==> src/verilog/cg_consts.svh <==
`ifndef CG_CONSTS_SVH
`define CG_CONSTS_SVH

// APB register byte offsets
`define CG_OFF_CTRL      8'h00
`define CG_OFF_STAT      8'h04
`define CG_OFF_CFGLO     8'h08
`define CG_OFF_CFGHI     8'h0c

// Control register fields
`define CG_CTRL_PWRDN    0
`define CG_CTRL_CPUSTOP  1
`define CG_CTRL_PCISTOP  2
`define CG_CTRL_RST      3'h0

// Status register fields
`define CG_STAT_STRAP    0
`define CG_STAT_PWRDN    8
`define CG_STAT_CPUOFF   9
`define CG_STAT_PCIOFF   10
`define CG_STAT_OSC      11
`define CG_STAT_BUSY     12

// Serial configuration port
`define CG_SLV_ADDR      7'h69
`define CG_BYTE_CNT      8'h06
`define CG_NCFG          6
`define CG_CFG_RST       48'h0000_0000_0000

// Timing
`define CG_CLK_NS        20
`define CG_POR_NS        1000
`define CG_POR_CYC       ((`CG_POR_NS + `CG_CLK_NS - 1) / `CG_CLK_NS)
`define CG_PWRUP_NS      4000000
`define CG_PWRUP_CYC     (`CG_PWRUP_NS / `CG_CLK_NS)
`define CG_PWRUP_MARGIN  4
`define CG_CPU_ON_RISES  1
`define CG_PCI_ON_RISES  3

`endif

==> src/verilog/cg_pkg.sv <==
package cg_pkg;

  typedef enum logic [2:0] {
    S_IDLE,
    S_RX,
    S_ACK,
    S_TX,
    S_TXACK
  } cg_ser_e;

  typedef enum logic [2:0] {
    P_RUN,
    P_STOP,
    P_HOLD,
    P_DOWN,
    P_WAKE
  } cg_pwr_e;

  typedef struct packed {
    logic       scl;
    logic       sda;
    logic       pwrdn_n;
    logic       cpu_stop_n;
    logic       pci_stop_n;
    logic       cpu;
    logic       pci;
    logic       refc;
    logic       u48;
    logic       sdram;
    logic [4:0] strap;
  } cg_pins_s;

endpackage

==> src/verilog/cg_top.sv <==
// Design decisions made here: the register addresses and the APB interface to the registers.
`timescale 1ns/1ps
`include "cg_consts.svh"

// Contract
// - Read starts with start then read address; device acknowledges a matching address.
// - After address ack the device sends byte count, then its configuration latches.
// - Configuration bytes go out in ascending order, byte 0 through byte 5.
// - Block writes only; bytes load ascending from byte 0 until a stop.
// - Command code and byte count bytes are acknowledged but their contents dropped.
// - Power-on sets every configuration byte to its default before any write.
// - During power-up dual-function pins are inputs sampled into a 5-bit strap latch.
// - After power-on reset those pins become clock outputs; latched straps are kept.
// - Power-down input is synchronised before it can start shutdown.
// - Power-down forces processor, PCI, SDRAM and strap-pin clocks low at next processor clock fall, then stops oscillator.
// - After power-down release, clocks resume within the power-up latency bound.
// - While powered down, both clock-stop inputs are ignored.
// - Reference and 48 MHz outputs stop low promptly; reference may take several cycles.
// - Processor stop is synchronised; only processor clocks stop low and restart full-width.
// - Processor clocks stop and restart within fewer than four processor clocks.
// - SDRAM feedback output follows its buffer input and ignores processor stop.
// - PCI stop is synchronised; gated PCI clocks stop low and restart full-width.
// - Gated PCI clocks stop one PCI clock after request, restart after three rises.
// - Write carries address, dummy command, dummy count, data; every byte acknowledged.
module cg_top
  import cg_pkg::*;
#(
  parameter int PWRUP_CYC = `CG_PWRUP_CYC,
  parameter int POR_CYC   = `CG_POR_CYC
) (
  input  wire logic        core_clk,
  input  wire logic        rstn,
  input  wire logic [7:0]  paddr,
  input  wire logic        psel,
  input  wire logic        penable,
  input  wire logic        pwrite,
  input  wire logic [31:0] pwdata,
  output logic      [31:0] prdata,
  output logic             pready,
  output logic             pslverr,
  input  wire logic        scl_i,
  input  wire logic        sda_i,
  output logic             sda_o,
  output logic             sda_oe,
  input  wire logic        power_down_n,
  input  wire logic        cpu_stop_n,
  input  wire logic        pci_stop_n,
  input  wire logic        cpu_clk_in,
  input  wire logic        pci_clk_in,
  input  wire logic        ref_clk_in,
  input  wire logic        usb48_clk_in,
  input  wire logic        sdram_buf_in,
  input  wire logic [4:0]  strap_pin_i,
  output logic      [4:0]  strap_pin_o,
  output logic      [4:0]  strap_pin_oe,
  output logic             processor_clk_out,
  output logic             gated_pci_clk_out,
  output logic             ref_clk_out,
  output logic             usb48_clk_out,
  output logic             sdram_fb_out,
  output logic             osc_en
);

  localparam logic [14:0] SYNC_INIT = 15'h7c00;

  cg_pins_s    raw;
  cg_pins_s    syn;
  cg_pins_s    prev_r;
  logic        scl_rise;
  logic        scl_fall;
  logic        bus_start;
  logic        bus_stop;
  logic        cpu_fall;
  logic        cpu_rise;
  logic        pci_rise;

  logic [2:0]  ctrl_r;
  logic [31:0] prdata_r;
  logic        pready_r;
  logic        pslverr_r;
  logic [31:0] rd_mux;
  logic [31:0] stat_w;
  logic        addr_hit;

  logic [15:0] por_cnt_r;
  logic        por_done_r;
  logic [4:0]  strap_r;
  logic [4:0]  strap_pin_o_r;
  logic [4:0]  strap_pin_oe_r;

  cg_pwr_e     pwr_st_r;
  logic [31:0] wake_cnt_r;
  logic        all_off_r;
  logic        osc_en_r;
  logic        ref_run_r;
  logic        u48_run_r;
  logic        pwrdn_req;
  logic        pwrdn_active;
  logic        cpu_run;
  logic        pci_run;
  logic        cpu_stop_req;
  logic        pci_stop_req;
  logic        proc_out_r;
  logic        pci_out_r;
  logic        ref_out_r;
  logic        u48_out_r;
  logic        sdram_out_r;

  cg_ser_e     ser_st_r;
  logic [7:0]  sh_r;
  logic [3:0]  cnt_r;
  logic [3:0]  idx_r;
  logic        rd_r;
  logic        adr_r;
  logic        sda_oe_r;
  logic        sda_o_r;
  logic [7:0]  cfg_r [`CG_NCFG];
  logic [7:0]  tx_b;
  logic        byte_done;

  // Pin sampling
  assign raw = '{scl: scl_i, sda: sda_i, pwrdn_n: power_down_n, cpu_stop_n: cpu_stop_n,
                 pci_stop_n: pci_stop_n, cpu: cpu_clk_in, pci: pci_clk_in, refc: ref_clk_in,
                 u48: usb48_clk_in, sdram: sdram_buf_in, strap: strap_pin_i};

  cg_sync3 #(
    .W    ($bits(cg_pins_s)),
    .INIT (SYNC_INIT)
  ) u_sync (
    .core_clk (core_clk),
    .rstn     (rstn),
    .d        (raw),
    .q        (syn)
  );

  always_ff @(posedge core_clk) begin
    if (!rstn) begin
      prev_r <= SYNC_INIT;
    end else begin
      prev_r <= syn;
    end
  end

  assign scl_rise  = syn.scl & ~prev_r.scl;
  assign scl_fall  = ~syn.scl & prev_r.scl;
  assign bus_start = syn.scl & prev_r.scl & prev_r.sda & ~syn.sda;
  assign bus_stop  = syn.scl & prev_r.scl & ~prev_r.sda & syn.sda;
  assign cpu_rise  = syn.cpu & ~prev_r.cpu;
  assign cpu_fall  = ~syn.cpu & prev_r.cpu;
  assign pci_rise  = syn.pci & ~prev_r.pci;

  // Power-on strap capture; pins stay inputs until the interval ends
  always_ff @(posedge core_clk) begin
    if (!rstn) begin
      por_cnt_r      <= 16'd0;
      por_done_r     <= 1'b0;
      strap_r        <= 5'h00;
      strap_pin_oe_r <= 5'h00;
    end else if (!por_done_r) begin
      if (por_cnt_r == 16'(POR_CYC)) begin
        por_done_r     <= 1'b1;
        strap_r        <= syn.strap;
        strap_pin_oe_r <= 5'h1f;
      end else begin
        por_cnt_r <= por_cnt_r + 16'd1;
      end
    end
  end

  // Power-down sequencing
  assign pwrdn_req    = ~syn.pwrdn_n | ctrl_r[`CG_CTRL_PWRDN];
  assign pwrdn_active = (pwr_st_r != P_RUN);

  always_ff @(posedge core_clk) begin
    if (!rstn) begin
      pwr_st_r   <= P_RUN;
      wake_cnt_r <= 32'd0;
      all_off_r  <= 1'b0;
      osc_en_r   <= 1'b1;
    end else begin
      case (pwr_st_r)
        P_RUN: begin
          if (pwrdn_req) begin
            pwr_st_r <= P_STOP;
          end
        end
        P_STOP: begin
          if (cpu_fall) begin
            all_off_r <= 1'b1;
            pwr_st_r  <= P_HOLD;
          end
        end
        P_HOLD: begin
          // Oscillator stops only once the reference and 48 MHz outputs are parked low
          if (!ref_run_r && !u48_run_r) begin
            osc_en_r <= 1'b0;
            pwr_st_r <= P_DOWN;
          end
        end
        P_DOWN: begin
          if (!pwrdn_req) begin
            osc_en_r   <= 1'b1;
            wake_cnt_r <= 32'd0;
            pwr_st_r   <= P_WAKE;
          end
        end
        P_WAKE: begin
          if (pwrdn_req) begin
            pwr_st_r <= P_HOLD;
          end else if (wake_cnt_r >= 32'(PWRUP_CYC - `CG_PWRUP_MARGIN)) begin
            all_off_r <= 1'b0;
            pwr_st_r  <= P_RUN;
          end else begin
            wake_cnt_r <= wake_cnt_r + 32'd1;
          end
        end
        default: begin
          pwr_st_r <= P_RUN;
        end
      endcase
    end
  end

  // Reference and 48 MHz stop on their own low phase, so the reference may lag
  always_ff @(posedge core_clk) begin
    if (!rstn) begin
      ref_run_r <= 1'b1;
      u48_run_r <= 1'b1;
    end else if (pwrdn_active && pwr_st_r != P_WAKE) begin
      if (!syn.refc) begin
        ref_run_r <= 1'b0;
      end
      if (!syn.u48) begin
        u48_run_r <= 1'b0;
      end
    end else if (!pwrdn_active) begin
      if (!syn.refc) begin
        ref_run_r <= 1'b1;
      end
      if (!syn.u48) begin
        u48_run_r <= 1'b1;
      end
    end
  end

  // Clock-stop gating
  assign cpu_stop_req = (~syn.cpu_stop_n | ctrl_r[`CG_CTRL_CPUSTOP]) & ~pwrdn_active;
  assign pci_stop_req = (~syn.pci_stop_n | ctrl_r[`CG_CTRL_PCISTOP]) & ~pwrdn_active;

  cg_clk_gate #(
    .ON_RISES (3'(`CG_CPU_ON_RISES))
  ) u_cpu_gate (
    .core_clk (core_clk),
    .rstn     (rstn),
    .lv       (syn.cpu),
    .rise     (cpu_rise),
    .stop_req (cpu_stop_req),
    .run      (cpu_run)
  );

  cg_clk_gate #(
    .ON_RISES (3'(`CG_PCI_ON_RISES))
  ) u_pci_gate (
    .core_clk (core_clk),
    .rstn     (rstn),
    .lv       (syn.pci),
    .rise     (pci_rise),
    .stop_req (pci_stop_req),
    .run      (pci_run)
  );

  always_ff @(posedge core_clk) begin
    if (!rstn) begin
      proc_out_r    <= 1'b0;
      pci_out_r     <= 1'b0;
      ref_out_r     <= 1'b0;
      u48_out_r     <= 1'b0;
      sdram_out_r   <= 1'b0;
      strap_pin_o_r <= 5'h00;
    end else begin
      proc_out_r    <= syn.cpu & cpu_run & ~all_off_r;
      pci_out_r     <= syn.pci & pci_run & ~all_off_r;
      ref_out_r     <= syn.refc & ref_run_r;
      u48_out_r     <= syn.u48 & u48_run_r;
      sdram_out_r   <= syn.sdram & ~all_off_r;
      strap_pin_o_r <= {5{syn.pci & ~all_off_r & por_done_r}};
    end
  end

  // Serial configuration slave
  assign byte_done = scl_fall && (cnt_r == 4'd8);

  always_comb begin
    if (idx_r == 4'd0) begin
      tx_b = `CG_BYTE_CNT;
    end else if (idx_r <= 4'(`CG_NCFG)) begin
      tx_b = cfg_r[3'(idx_r - 4'd1)];
    end else begin
      tx_b = 8'hff;
    end
  end

  always_ff @(posedge core_clk) begin
    if (!rstn) begin
      ser_st_r <= S_IDLE;
      sh_r     <= 8'h00;
      cnt_r    <= 4'd0;
      idx_r    <= 4'd0;
      rd_r     <= 1'b0;
      adr_r    <= 1'b0;
      sda_oe_r <= 1'b0;
    end else if (bus_start) begin
      ser_st_r <= S_RX;
      cnt_r    <= 4'd0;
      adr_r    <= 1'b0;
      sda_oe_r <= 1'b0;
    end else if (bus_stop) begin
      ser_st_r <= S_IDLE;
      sda_oe_r <= 1'b0;
    end else begin
      case (ser_st_r)
        S_IDLE: begin
          sda_oe_r <= 1'b0;
        end
        S_RX: begin
          if (scl_rise) begin
            sh_r  <= {sh_r[6:0], syn.sda};
            cnt_r <= cnt_r + 4'd1;
          end else if (byte_done) begin
            cnt_r <= 4'd0;
            if (!adr_r) begin
              if (sh_r[7:1] == `CG_SLV_ADDR) begin
                sda_oe_r <= 1'b1;
                adr_r    <= 1'b1;
                rd_r     <= sh_r[0];
                idx_r    <= 4'd0;
                ser_st_r <= S_ACK;
              end else begin
                ser_st_r <= S_IDLE;
              end
            end else begin
              sda_oe_r <= 1'b1;
              ser_st_r <= S_ACK;
              if (idx_r != 4'hf) begin
                idx_r <= idx_r + 4'd1;
              end
            end
          end
        end
        S_ACK: begin
          if (scl_fall) begin
            if (rd_r) begin
              sh_r     <= tx_b;
              sda_oe_r <= ~tx_b[7];
              cnt_r    <= 4'd1;
              ser_st_r <= S_TX;
            end else begin
              sda_oe_r <= 1'b0;
              ser_st_r <= S_RX;
            end
          end
        end
        S_TX: begin
          if (byte_done) begin
            sda_oe_r <= 1'b0;
            ser_st_r <= S_TXACK;
          end else if (scl_fall) begin
            sda_oe_r <= ~sh_r[6];
            sh_r     <= {sh_r[6:0], 1'b1};
            cnt_r    <= cnt_r + 4'd1;
          end
        end
        S_TXACK: begin
          // A host that withholds its acknowledge ends the read early
          if (scl_rise) begin
            if (!syn.sda) begin
              ser_st_r <= S_ACK;
              if (idx_r != 4'hf) begin
                idx_r <= idx_r + 4'd1;
              end
            end else begin
              ser_st_r <= S_IDLE;
            end
          end
        end
        default: begin
          ser_st_r <= S_IDLE;
        end
      endcase
    end
  end

  // Data bytes land ascending; command and count bytes are dropped
  always_ff @(posedge core_clk) begin
    if (!rstn) begin
      for (int i = 0; i < `CG_NCFG; i++) begin
        cfg_r[i] <= 8'(`CG_CFG_RST >> (8 * i));
      end
    end else if (ser_st_r == S_RX && byte_done && adr_r && !rd_r &&
                 idx_r >= 4'd2 && idx_r < 4'(`CG_NCFG + 2)) begin
      cfg_r[3'(idx_r - 4'd2)] <= sh_r;
    end
  end

  always_ff @(posedge core_clk) begin
    if (!rstn) begin
      sda_o_r <= 1'b0;
    end else begin
      sda_o_r <= 1'b0;
    end
  end

  // APB slave: zero wait states, error on unmapped offsets
  assign addr_hit = (paddr == `CG_OFF_CTRL) || (paddr == `CG_OFF_STAT) ||
                    (paddr == `CG_OFF_CFGLO) || (paddr == `CG_OFF_CFGHI);

  always_comb begin
    stat_w = 32'h0000_0000;
    stat_w[`CG_STAT_STRAP +: 5] = strap_r;
    stat_w[`CG_STAT_PWRDN]      = pwrdn_active;
    stat_w[`CG_STAT_CPUOFF]     = ~cpu_run;
    stat_w[`CG_STAT_PCIOFF]     = ~pci_run;
    stat_w[`CG_STAT_OSC]        = osc_en_r;
    stat_w[`CG_STAT_BUSY]       = (ser_st_r != S_IDLE);
  end

  always_comb begin
    case (paddr)
      `CG_OFF_CTRL:  rd_mux = {29'h0, ctrl_r};
      `CG_OFF_STAT:  rd_mux = stat_w;
      `CG_OFF_CFGLO: rd_mux = {cfg_r[3], cfg_r[2], cfg_r[1], cfg_r[0]};
      `CG_OFF_CFGHI: rd_mux = {16'h0000, cfg_r[5], cfg_r[4]};
      default:       rd_mux = 32'h0000_0000;
    endcase
  end

  always_ff @(posedge core_clk) begin
    if (!rstn) begin
      pready_r  <= 1'b0;
      pslverr_r <= 1'b0;
      prdata_r  <= 32'h0000_0000;
    end else begin
      pready_r  <= psel & ~penable;
      pslverr_r <= psel & ~penable & ~addr_hit;
      if (psel && !penable && !pwrite) begin
        prdata_r <= rd_mux;
      end
    end
  end

  always_ff @(posedge core_clk) begin
    if (!rstn) begin
      ctrl_r <= `CG_CTRL_RST;
    end else if (psel && penable && pready_r && pwrite && paddr == `CG_OFF_CTRL) begin
      ctrl_r <= pwdata[2:0];
    end
  end

  assign prdata            = prdata_r;
  assign pready            = pready_r;
  assign pslverr           = pslverr_r;
  assign sda_o             = sda_o_r;
  assign sda_oe            = sda_oe_r;
  assign strap_pin_o       = strap_pin_o_r;
  assign strap_pin_oe      = strap_pin_oe_r;
  assign processor_clk_out = proc_out_r;
  assign gated_pci_clk_out = pci_out_r;
  assign ref_clk_out       = ref_out_r;
  assign usb48_clk_out     = u48_out_r;
  assign sdram_fb_out      = sdram_out_r;
  assign osc_en            = osc_en_r;

endmodule

==> src/verilog/cg_sync3.sv <==
`timescale 1ns/1ps
module cg_sync3 #(
  parameter int             W    = 1,
  parameter logic [W-1:0]   INIT = '0
) (
  input  wire logic         core_clk,
  input  wire logic         rstn,
  input  wire logic [W-1:0] d,
  output logic      [W-1:0] q
);

  genvar i;
  generate
    for (i = 0; i < W; i++) begin : g_bit
      logic s1_r;
      logic s2_r;
      logic s3_r;
      logic q_r;
      // First stage feeds only the second; a change counts once stages two and three agree
      always_ff @(posedge core_clk) begin
        if (!rstn) begin
          s1_r <= INIT[i];
          s2_r <= INIT[i];
          s3_r <= INIT[i];
          q_r  <= INIT[i];
        end else begin
          s1_r <= d[i];
          s2_r <= s1_r;
          s3_r <= s2_r;
          if (s2_r == s3_r) begin
            q_r <= s3_r;
          end
        end
      end
      assign q[i] = q_r;
    end
  endgenerate

endmodule

==> src/verilog/cg_clk_gate.sv <==
`timescale 1ns/1ps
module cg_clk_gate #(
  parameter logic [2:0] ON_RISES = 3'd1
) (
  input  wire logic core_clk,
  input  wire logic rstn,
  input  wire logic lv,
  input  wire logic rise,
  input  wire logic stop_req,
  output logic      run
);

  logic       run_r;
  logic [2:0] cnt_r;

  // Gating changes only while the source is low, so no runt pulse escapes
  always_ff @(posedge core_clk) begin
    if (!rstn) begin
      run_r <= 1'b1;
      cnt_r <= 3'd0;
    end else if (run_r) begin
      cnt_r <= 3'd0;
      if (stop_req && !lv) begin
        run_r <= 1'b0;
      end
    end else if (stop_req) begin
      cnt_r <= 3'd0;
    end else if (cnt_r >= ON_RISES && !lv) begin
      run_r <= 1'b1;
    end else if (rise && cnt_r < ON_RISES) begin
      cnt_r <= cnt_r + 3'd1;
    end
  end

  assign run = run_r;

endmodule

==> config.mk <==
export PLATFORM = sky130hd
export DESIGN_NAME = cg_top
export DESIGN_NICKNAME = d
export VERILOG_FILES = /design/src/verilog/cg_pkg.sv /design/src/verilog/cg_top.sv /design/src/verilog/cg_sync3.sv /design/src/verilog/cg_clk_gate.sv
export VERILOG_INCLUDE_DIRS = /design/src /design/src/verilog
export SDC_FILE = /design/constraint.sdc
export NUM_CORES = 1
export LEC_CHECK = 0
export BUFFER_PORTS_ARGS = -buffer_cell sky130_fd_sc_hd__buf_2
export CORE_MARGIN = 5
export CORE_UTILIZATION = 25
export DETAILED_ROUTE_END_ITERATION = 6
export PLACE_DENSITY = 0.44
export SLEW_MARGIN = 30
export SYNTH_ARGS = -nofsm -noshare
export SYNTH_HDL_FRONTEND = slang
export SYNTH_HIERARCHICAL = 1
export SYNTH_SLANG_ARGS = --single-unit
==> constraint.sdc <==
create_clock -name core_clk -period 2.45 [get_ports core_clk]
set_clock_uncertainty 0.15 [all_clocks]
set_input_delay 0.245 -clock core_clk [delete_from_list [all_inputs] [get_ports core_clk]]
set_output_delay 0.245 -clock core_clk [all_outputs]
set_load 0.01 [all_outputs]
==> impl_metrics.py, run 1 <==
metrics = {
    "status": {
        "status": "completed",
    },
    "cells_and_area": {
        "multiInputGateArea_um2": 4790,
        "fillers": 4630,
        "drive_above_1_share_pct": 20.9,
        "final_common_cell": "dfxtp_1",
        "fin_nets": 1318,
        "final_cells": 1857,
        "final_util_pct": 31.1,
        "area.sequential_um2": 5910,
        "final_cell_mix": "199 x dfxtp_1, 159 x nor2_1, 81 x buf_2, 71 x nand2_1, 68 x buf_4",
        "area_delta_synth_final_pct": 23.4,
        "diodes": 0,
    },
    "timing": {
        "rsz0062_at_grt": "true",
        "setup_viol": 0,
        "tightest_slew_ns": 0.633,
        "finalSetupTns_ns": 0,
        "hold_viol": 0,
        "post-route-period-util_pct": 94.9,
        "period_minus_slack_ns": 2.32,
        "slew_viol_final": 0,
        "relSlewSlack_pct": 57.3,
        "max_freq_ghz": 0.430,
    },
    "floorplan": {
        "row_count": 77,
        "die_area_um2": 48800,
        "start_util_pct": 25.2,
        "ios": 112,
        "core_um2": 44100,
        "die_x_um": 221,
        "die_h_um": 221,
    },
    "setup_path": {
        "worst-path-max-fanout": 4,
        "cp_top_family": "simple AND/OR/NAND/NOR gates",
        "crit_top_cell": "buf_4",
        "critical_path_buf_inv_count": 2,
        "cp-start-kind": "flip-flop",
        "crit_chain": "nor4_2 > nand4_1 > buf_4 > nor4_4 > buf_4 > o21ai_2 > or4_1 > a21oi_1",
        "cp.required_ns": 2.79,
        "critPathSlowestCell": "or4_1",
        "crit_type": "flip-flop to flip-flop",
        "arrival_ns": 2.66,
        "slowest_delay_ns": 0.47,
        "crit_path_end_kind": "flip-flop",
    },
    "pwr": {
        "p_int_mw": 7.26,
        "power_density_nw_per_um2": 672,
        "leakage_nw": 5.13,
        "power.switching_mw": 1.97,
        "combPwrFrac_pct": 2.9,
        "irDropWorstVdd_mv": 0.483,
        "swShare_pct": 21.3,
        "power.total_mw": 9.23,
        "p_seq_share_pct": 49.5,
        "clkPwrFrac_pct": 47.5,
    },
    "logic_synthesis": {
        "synth_cell_types": 73,
        "ys_seq_area_share_pct": 53.1,
        "synthTopCellsByArea": "dfxtp_1 36%, edfxtp_1 17%, nor2_1 5.4%",
        "ys_seq_elements": 263,
        "yosys_most_used_dff": "dfxtp_1",
        "syn_inst": 1111,
        "yosys.area.top_type": "dfxtp_1",
        "ys_async_sr_fraction_pct": 0,
        "synthesis.area_um2": 11100,
        "synth_area_per_cell_um2": 10.0,
        "synth_edf_count": 64,
        "synth_top_area_share_pct": 35.8,
        "syn_nets": 1186,
        "synth_warnings": 6,
    },
    "flow_run": {
        "maxCapViolCount": 0,
    },
    "global_route": {
        "grt_usage_pct": 11.3,
        "met3_usage_pct": 2.29,
        "grt_util_met2_pct": 17.1,
        "grt_pass1_wl_mm": 45.6,
        "grt_pass1_vias": 8109,
        "grt_max_degree": 74,
        "antenna_found_initial": 0,
        "use_met1_pct": 16.5,
        "grt_overflow": 0,
        "busiest_layer": "met2",
    },
    "clock_tree": {
        "root_buffer": "clkbuf_16",
        "cts_buffer_depth": 3,
        "cts.sinks": 263,
        "htreeDepth": 1,
        "clk_latency_ns": 0.56,
        "cts_tree": "yes",
        "cts_inserted_buffers": 30,
        "clkTransAtPathRegs_ns": 0.06,
    },
    "routing": {
        "ant_nets": 0,
        "postRouteWirelength_mm": 28.3,
        "firstDrtPassIters": 4,
        "routed_via_density": 4.45,
        "wl_per_cell_um": 15.2,
        "drc_errors": 0,
        "vias": 8259,
        "drt_iter0_drc": 569,
    },
    "placed_design": {
        "dpl.hpwl_mm": 20.5,
        "gp_congestion": 0.768,
        "port_buffers": 81,
        "dp_cells": 1776,
    },
    "worst_hold_path": {
        "hp-class": "input pin to flip-flop",
    },
}
==> flip-flops by register name (all words and copies together) (netlist names), 3 cells and up <==
signal and count:
cfg_r 64, cnt_r 4, ctrl_r 3, idx_r 4, por_cnt_r 16, prdata 32
prev_r 4, pwr_st_r 3, ser_st_r 3, sh_r 8, strap_r 5, u_cpu_gate/cnt_r 3
u_pci_gate/cnt_r 3, u_sync/g_bit.q_r 15, u_sync/g_bit.s1_r 15, u_sync/g_bit.s2_r 15, u_sync/g_bit.s3_r 15, wake_cnt_r 32
==> power groups by stage <==
stage / sequential (mW) / combinational, mW / clock [mW]
floorplan: 4.63 / 0.158 / 0
global placement: 4.67 / 0.248 / 0
detailed placement: 4.66 / 0.248 / 0
CTS: 4.57 / 0.277 / 4.56
global route: 4.58 / 0.300 / 4.74
finish: 4.57 / 0.271 / 4.38
==> per-stage QoR <==
stage,setup slack [ns],hold WS (ns),area (µm²)
after floorplan,0.00658,0.171,11200
after global routing,-0.0186,0.114,13700
after CTS,0.0543,0.0747,13700
final,0.126,0.0956,13700
after detailed placement,-0.0510,0.249,12500
after global placement,-0.0346,0.249,12500
==> cells in the mapped netlist, types with 5 or more instances <==
master and number:
dfxtp_1 199, nor2_1 160, nand2_1 75, edfxtp_1 64, a21oi_1 59, and2_1 56
o21ai_0 53, clkbuf_1 36, buf_4 28, nand2b_1 28, inv_1 27, a22oi_1 25
nand3_1 23, xor2_1 23, mux4_2 19, mux2i_1 16, and3_1 15, ha_1 15
nand4_1 14, mux2_2 13, nor2b_1 13, nor3_1 11, a21boi_1 10, a31oi_1 8
o22ai_1 8, nor4_1 7, or3_1 7, and4_1 6, buf_2 6, nor3b_1 6
a211oi_1 5
==> metal layers <==
| layer | vias up | part of all wire [%] | wire length (µm) |
|---|---|---|---|
| met2 | 152 | 43 | 12100 |
| li1 | 4165 | - | - |
| met1 | 3909 | 51 | 14400 |
| met5 | - | 0 | 0 |
| met3 | 33 | 4.9 | 1400 |
| met4 | 0 | 1.5 | 434 |
==> worst reg2reg max path, stage by stage, from the launching register on <==
cell     delay, ns
dfxtp_1       0.33
nor4_2        0.30
nand4_1       0.20
buf_4         0.19
nor4_4        0.23
buf_4         0.17
o21ai_2       0.06
or4_1         0.47
a21oi_1       0.15
==> path summary, 6_finish.rpt <==
path	startpoint	endpoint	slack (ns)	cells past startpoint
setup / recovery	wake_cnt_r[26]$_SDFFE_PN0P_	wake_cnt_r[16]$_SDFFE_PN0P_	0.13	8
hold / removal	paddr[6]	prdata[10]$_SDFFE_PN0P_	0.1	6
setup reg to reg	wake_cnt_r[26]$_SDFFE_PN0P_	wake_cnt_r[16]$_SDFFE_PN0P_	0.13	8
hold reg to reg	u_sync/g_bit[13].s1_r$_SDFF_PN1_	u_sync/g_bit[13].s2_r$_SDFF_PN1_	0.26	1
==> timing repair <==
action,4_1_cts,5_1_grt
resized for setup,0,7
buffers inserted,2,1
endpoints found under the setup margin,4,17
hold endpoints to repair,25,0
pin swaps,2,5
hold buffers,24,0
==> area by class of cell <==
class / count / area share, %
multi-input combinational: 744 / 34.9
clock inverter: 15 / 0.929
clock buffer: 39 / 6.16
timing repair buffer: 176 / 8.86
sequential: 263 / 43.0
tap: 592 / 5.39
inverter: 28 / 0.774
==> cells by family after synthesis <==
kind of cell / share of synthesized area (%)
and+or+nand+nor: 20.4
xor gates and xnor gates: 1.97
adders and majority gates: 1.69
DFF: 53.1
muxes: 6.70
AOI/OAI and AO/OA: 11.5
other: 0.0337
buffers and inverters: 4.57
Power figures use the tool's default switching activity.
==> run 2, diff against run 1 <==
RECOVER_POWER = 25   (was not set)
==> impl_metrics.py, run 2 (synthesis results as in run 1) <==
metrics = {
    "clock_tree": {
        "clk_latency_ns": 0.56,
        "cts_inserted_buffers": 30,
        "htreeDepth": 1,
        "clkTransAtPathRegs_ns": 0.06,
        "cts_tree": "yes",
        "cts.sinks": 263,
        "root_buffer": "clkbuf_16",
        "cts_buffer_depth": 3,
    },
    "floorplan": {
        "die_x_um": 221,
        "die_area_um2": 48800,
        "start_util_pct": 25.2,
        "row_count": 77,
        "ios": 112,
        "core_um2": 44100,
        "die_h_um": 221,
    },
    "placed_design": {
        "dpl.hpwl_mm": 20.5,
        "port_buffers": 81,
        "pre_cts_ws_ns": -0.0510,
        "gp_congestion": 0.768,
        "place_area_um2": 12500,
    },
    "timing": {
        "rsz0062_at_grt": "true",
        "max_freq_ghz": 0.429,
        "slew_viol_final": 0,
        "holdWs_ns": 0.0946,
        "relSlewSlack_pct": 57.3,
        "hold_viol": 0,
        "setup_viol": 0,
        "post-route-period-util_pct": 95.1,
        "tightest_slew_ns": 0.633,
        "period_minus_slack_ns": 2.33,
        "setup_slack_ns": 0.119,
    },
    "global_route": {
        "grt_usage_pct": 11.3,
        "grt_overflow": 0,
        "grt_pass1_vias": 8109,
        "antenna_found_initial": 0,
        "grt_max_degree": 74,
        "grt_pass1_wl_mm": 45.6,
    },
    "routing": {
        "firstDrtPassIters": 5,
        "routed_via_density": 4.46,
        "m1WireLength_mm": 14.3,
        "wl_per_cell_um": 15.3,
        "maxUsedRoutingLayer": "met4",
        "postRouteWirelength_mm": 28.3,
        "ant_nets": 0,
        "met2_wirelength_mm": 12.1,
        "drc_errors": 0,
        "vias": 8282,
        "dr_wl_met3_mm": 1.47,
        "drt_iter0_drc": 573,
    },
    "cells_and_area": {
        "fin_nets": 1318,
        "final_util_pct": 31.0,
        "final_common_cell": "dfxtp_1",
        "diodes": 0,
        "final_cell_mix": "199 x dfxtp_1, 159 x nor2_1, 71 x nand2_1, 66 x buf_4, 64 x edfxtp_1",
        "largest_register_ff_count": 64,
        "fillers": 4641,
        "drive_above_1_share_pct": 18.0,
        "area_delta_synth_final_pct": 23.0,
        "regMostFlops": "cfg_r",
        "stdcell_area_um2": 13700,
    },
    "setup_path": {
        "cp-start-kind": "flip-flop",
        "r2r-start": "wake_cnt_r[26]$_SDFFE_PN0P_",
        "r2r_setup_slack_ns": 0.12,
        "cp.required_ns": 2.79,
        "slowest_delay_ns": 0.47,
        "arrival_ns": 2.67,
        "crit_chain": "nor4_2 > nand4_1 > buf_4 > nor4_4 > buf_4 > o21ai_2 > or4_1 > a21oi_1",
        "worst-path-max-fanout": 4,
        "crit_top_cell": "buf_4",
        "crit_path_end_kind": "flip-flop",
        "critPathLaunch": "wake_cnt_r[26]$_SDFFE_PN0P_",
        "cp_top_family": "simple AND/OR/NAND/NOR gates",
        "critical_path_buf_inv_count": 2,
        "crit_type": "flip-flop to flip-flop",
        "critPathSlowestCell": "or4_1",
    },
    "worst_hold_path": {
        "holdCritStartpoint": "paddr[6]",
        "hp-class": "input pin to flip-flop",
    },
    "pwr": {
        "leakage_nw": 4.97,
        "irDropWorstVdd_mv": 0.483,
        "power_density_nw_per_um2": 674,
        "power.total_mw": 9.23,
    },
    "status": {
        "status": "completed",
    },
    "flow_run": {
        "maxCapViolCount": 0,
    },
}
-- run 2: changes by cell type in the layout (fill, tap and decap cells not counted) --
cell / before / now
a21boi_0: 0 / 4
buf_2: 81 / 46
and2_1: 56 / 52
clkbuf_1: 4 / 41
buf_4: 68 / 66
and2_0: 0 / 4
a21boi_1: 10 / 6
-- run 2: metrics by stage --
stage,TNS (ns),instances
finish,0,1857
global route,-0.116,1857
CTS,0,1856
detailed placement,-0.0902,1776
global placement,-0.0675,1776
floorplan,0,1111
-- run 2: area by class of cell --
class	count	area, µm²	area share, %
Tap cell	592	741	5.41
Sequential cell	263	5910	43.2
Clock buffer	39	846	6.18
Inverter	28	106	0.777
Clock inverter	15	128	0.933
Multi-Input combinational cell	744	4790	35.0
Timing Repair Buffer	176	1160	8.51
-- run 2: layer usage --
layer | global-route usage, % | vias to the layer above
li1 | - | 4174
met1 | 16.5 | 3908
met2 | 17.1 | 167
met3 | 2.29 | 33
met4 | 2.56 | 0
met5 | 0 | -
-- run 2: worst reg2reg max path, stage by stage (launching register included) --
cell     delay [ns]
dfxtp_1        0.33
nor4_2         0.30
nand4_1        0.20
buf_4          0.19
nor4_4         0.23
buf_4          0.17
o21ai_2        0.07
or4_1          0.47
a21oi_1        0.14
-- run 2: worst paths after layout --
path                                                         end  cells after the start
worst max-delay path                 wake_cnt_r[16]$_SDFFE_PN0P_                      8
worst min-delay path                      prdata[9]$_SDFFE_PN0P_                      6
worst max register to register       wake_cnt_r[16]$_SDFFE_PN0P_                      8
worst min register to register  u_sync/g_bit[13].s2_r$_SDFF_PN1_                      1
-- run 2: repair_timing --
item,CTS,global route
endpoints found under the setup margin,4,17
resized for setup,0,7
hold buffers,24,0
pin swaps,2,5
setup buffers,2,1
hold endpoints to repair,25,0
-- run 2: where the power goes --
part | leakage (nW) | internal (mW) | total [mW] | switching, mW
sequential | 2.18 | 4.52 | 4.57 | 0.0553
combinational | 2.31 | 0.121 | 0.271 | 0.149
clock | 0.482 | 2.62 | 4.38 | 1.76
total | 4.97 | 7.26 | 9.23 | 1.97
==> run 3, diff against run 2 <==
CORE_ASPECT_RATIO = 0.6   (was not set)
==> impl_metrics.py, run 3 (synthesis results as in run 1) <==
metrics = {
    "global_route": {
        "grt_overflow": 0,
        "grt_max_degree": 47,
        "grt_pass1_vias": 7852,
        "antenna_found_initial": 0,
        "grt_pass1_wl_mm": 47.7,
        "grt_util_met2_pct": 16.0,
        "busiest_layer": "met1",
        "met3_usage_pct": 2.57,
        "use_met1_pct": 20.4,
        "grt_usage_pct": 12.3,
    },
    "routing": {
        "ant_nets": 0,
        "postRouteWirelength_mm": 31.0,
        "firstDrtPassIters": 6,
        "drt_iter0_drc": 554,
        "routed_via_density": 4.62,
        "wl_per_cell_um": 16.8,
        "vias": 8519,
        "drc_errors": 0,
    },
    "floorplan": {
        "die_h_um": 173,
        "ios": 112,
        "core_um2": 43600,
        "row_count": 59,
        "die_area_um2": 49000,
        "die_x_um": 282,
        "start_util_pct": 25.5,
    },
    "timing": {
        "holdWs_ns": 0.0537,
        "hold_viol": 0,
        "rsz0062_at_grt": "true",
        "setup_viol": 0,
        "setup_slack_ns": 0.102,
        "slew_viol_final": 0,
        "period_minus_slack_ns": 2.35,
        "max_freq_ghz": 0.426,
        "tightest_slew_ns": 0.702,
        "finalSetupTns_ns": 0,
        "post-route-period-util_pct": 95.9,
        "relSlewSlack_pct": 53.2,
    },
    "clock_tree": {
        "cts_inserted_buffers": 27,
        "clk_latency_ns": 0.56,
        "clkTransAtPathRegs_ns": 0.07,
        "cts_tree": "yes",
        "htreeDepth": 1,
        "cts.sinks": 263,
        "cts_buffer_depth": 3,
        "root_buffer": "clkbuf_16",
    },
    "setup_path": {
        "crit_path_end_kind": "flip-flop",
        "cp.required_ns": 2.75,
        "cp-start-kind": "flip-flop",
        "slowest_delay_ns": 0.52,
        "path_depth": 8,
        "crit_type": "flip-flop to flip-flop",
        "worstRegToRegCells": 8,
        "cp_top_family": "multiplexers",
        "crit_chain": "inv_1 > ha_1 > buf_12 > buf_12 > mux4_2 > mux2_2 > o22ai_1 > o21ai_0",
        "arrival_ns": 2.65,
        "worst-path-max-fanout": 10,
        "critical_path_buf_inv_count": 3,
        "crit_top_cell": "buf_12",
        "critPathSlowestCell": "mux4_2",
    },
    "pwr": {
        "power.total_mw": 9.13,
        "irDropWorstVdd_mv": 0.423,
        "power_density_nw_per_um2": 669,
        "leakage_nw": 5.02,
    },
    "cells_and_area": {
        "fin_nets": 1319,
        "stdcell_area_um2": 13700,
        "largest_register_ff_count": 64,
        "area_delta_synth_final_pct": 22.7,
        "final_common_cell": "dfxtp_1",
        "diodes": 0,
        "regMostFlops": "cfg_r",
        "drive_above_1_share_pct": 18.8,
        "final_cell_mix": "199 x dfxtp_1, 159 x nor2_1, 71 x nand2_1, 64 x edfxtp_1, 63 x buf_4",
        "fillers": 4452,
    },
    "worst_hold_path": {
        "hold_depth": 6,
        "hp-class": "input pin to flip-flop",
    },
    "flow_run": {
        "maxCapViolCount": 0,
    },
    "placed_design": {
        "dpl.hpwl_mm": 22.8,
        "pre_cts_ws_ns": 0.0352,
        "port_buffers": 81,
        "place_area_um2": 12400,
        "gp_congestion": 0.817,
    },
    "status": {
        "status": "completed",
    },
}
==> run 3: cell count changes in the layout (fill, tap and decap cells not counted), sizes merged <==
cell	change
bufinv	+1
dlygate4sd3	+6
buf	+10
inv	+3
clkbuf	-16
clkinvlp	-1
clkinv	-4
==> run 3: timing repair <==
item                                   4_1_cts  5_1_grt
setup endpoints to repair                    0       95
endpoints found under the hold margin       31        0
resized for setup                            0        7
buffers inserted                             0        3
hold buffers                                30        0
==> run 3: final cells by class <==
| class | instances | area (µm²) | area share, % |
|---|---|---|---|
| sequential | 263 | 5910 | 43.3 |
| clock inverter | 14 | 158 | 1.15 |
| multi-input combinational | 744 | 4770 | 34.9 |
| tap | 579 | 724 | 5.31 |
| timing repair buffer | 180 | 1250 | 9.13 |
| clock buffer | 35 | 746 | 5.46 |
| inverter | 28 | 106 | 0.779 |
==> run 3: metrics by stage <==
step	util (%)	cells
floorplan	-	1111
global placement	28.5	1761
detailed placement	28.5	1761
CTS	31.2	1840
global route	31.3	1843
finish	31.3	1843
==> run 3: final timing paths <==
| kind | start | endpoint | slack (ns) |
|---|---|---|---|
| setup reg to reg | idx_r[1]$_SDFFE_PN0P_ | sh_r[2]$_SDFFE_PN0P_ | 0.10 |
| hold / removal | paddr[6] | prdata[10]$_SDFFE_PN0P_ | 0.05 |
| hold reg to reg | u_sync/g_bit[14].s1_r$_SDFF_PN1_ | u_sync/g_bit[14].s2_r$_SDFF_PN1_ | 0.25 |
| setup / recovery | idx_r[1]$_SDFFE_PN0P_ | sh_r[2]$_SDFFE_PN0P_ | 0.10 |
==> run 3: tightest hold or removal path, cell delays in order <==
cell and delay, ns:
buf_2 0.07, or4_1 0.10, nor4_1 0.05, buf_4 0.15, nand2_1 0.05, a21oi_1 0.05
==> run 3: where the power goes <==
| group | internal [mW] | switching [mW] | leakage [nW] |
|---|---|---|---|
| registers | 4.51 | 0.0543 | 2.18 |
| logic | 0.127 | 0.157 | 2.39 |
| clock network | 2.47 | 1.81 | 0.450 |
==> run 3: layer usage <==
layer | vias up | routed length, µm
met1 | 4102 | 16500
met5 | - | 0
met2 | 207 | 12000
met4 | 0 | 544
met3 | 39 | 1890
li1 | 4171 | -
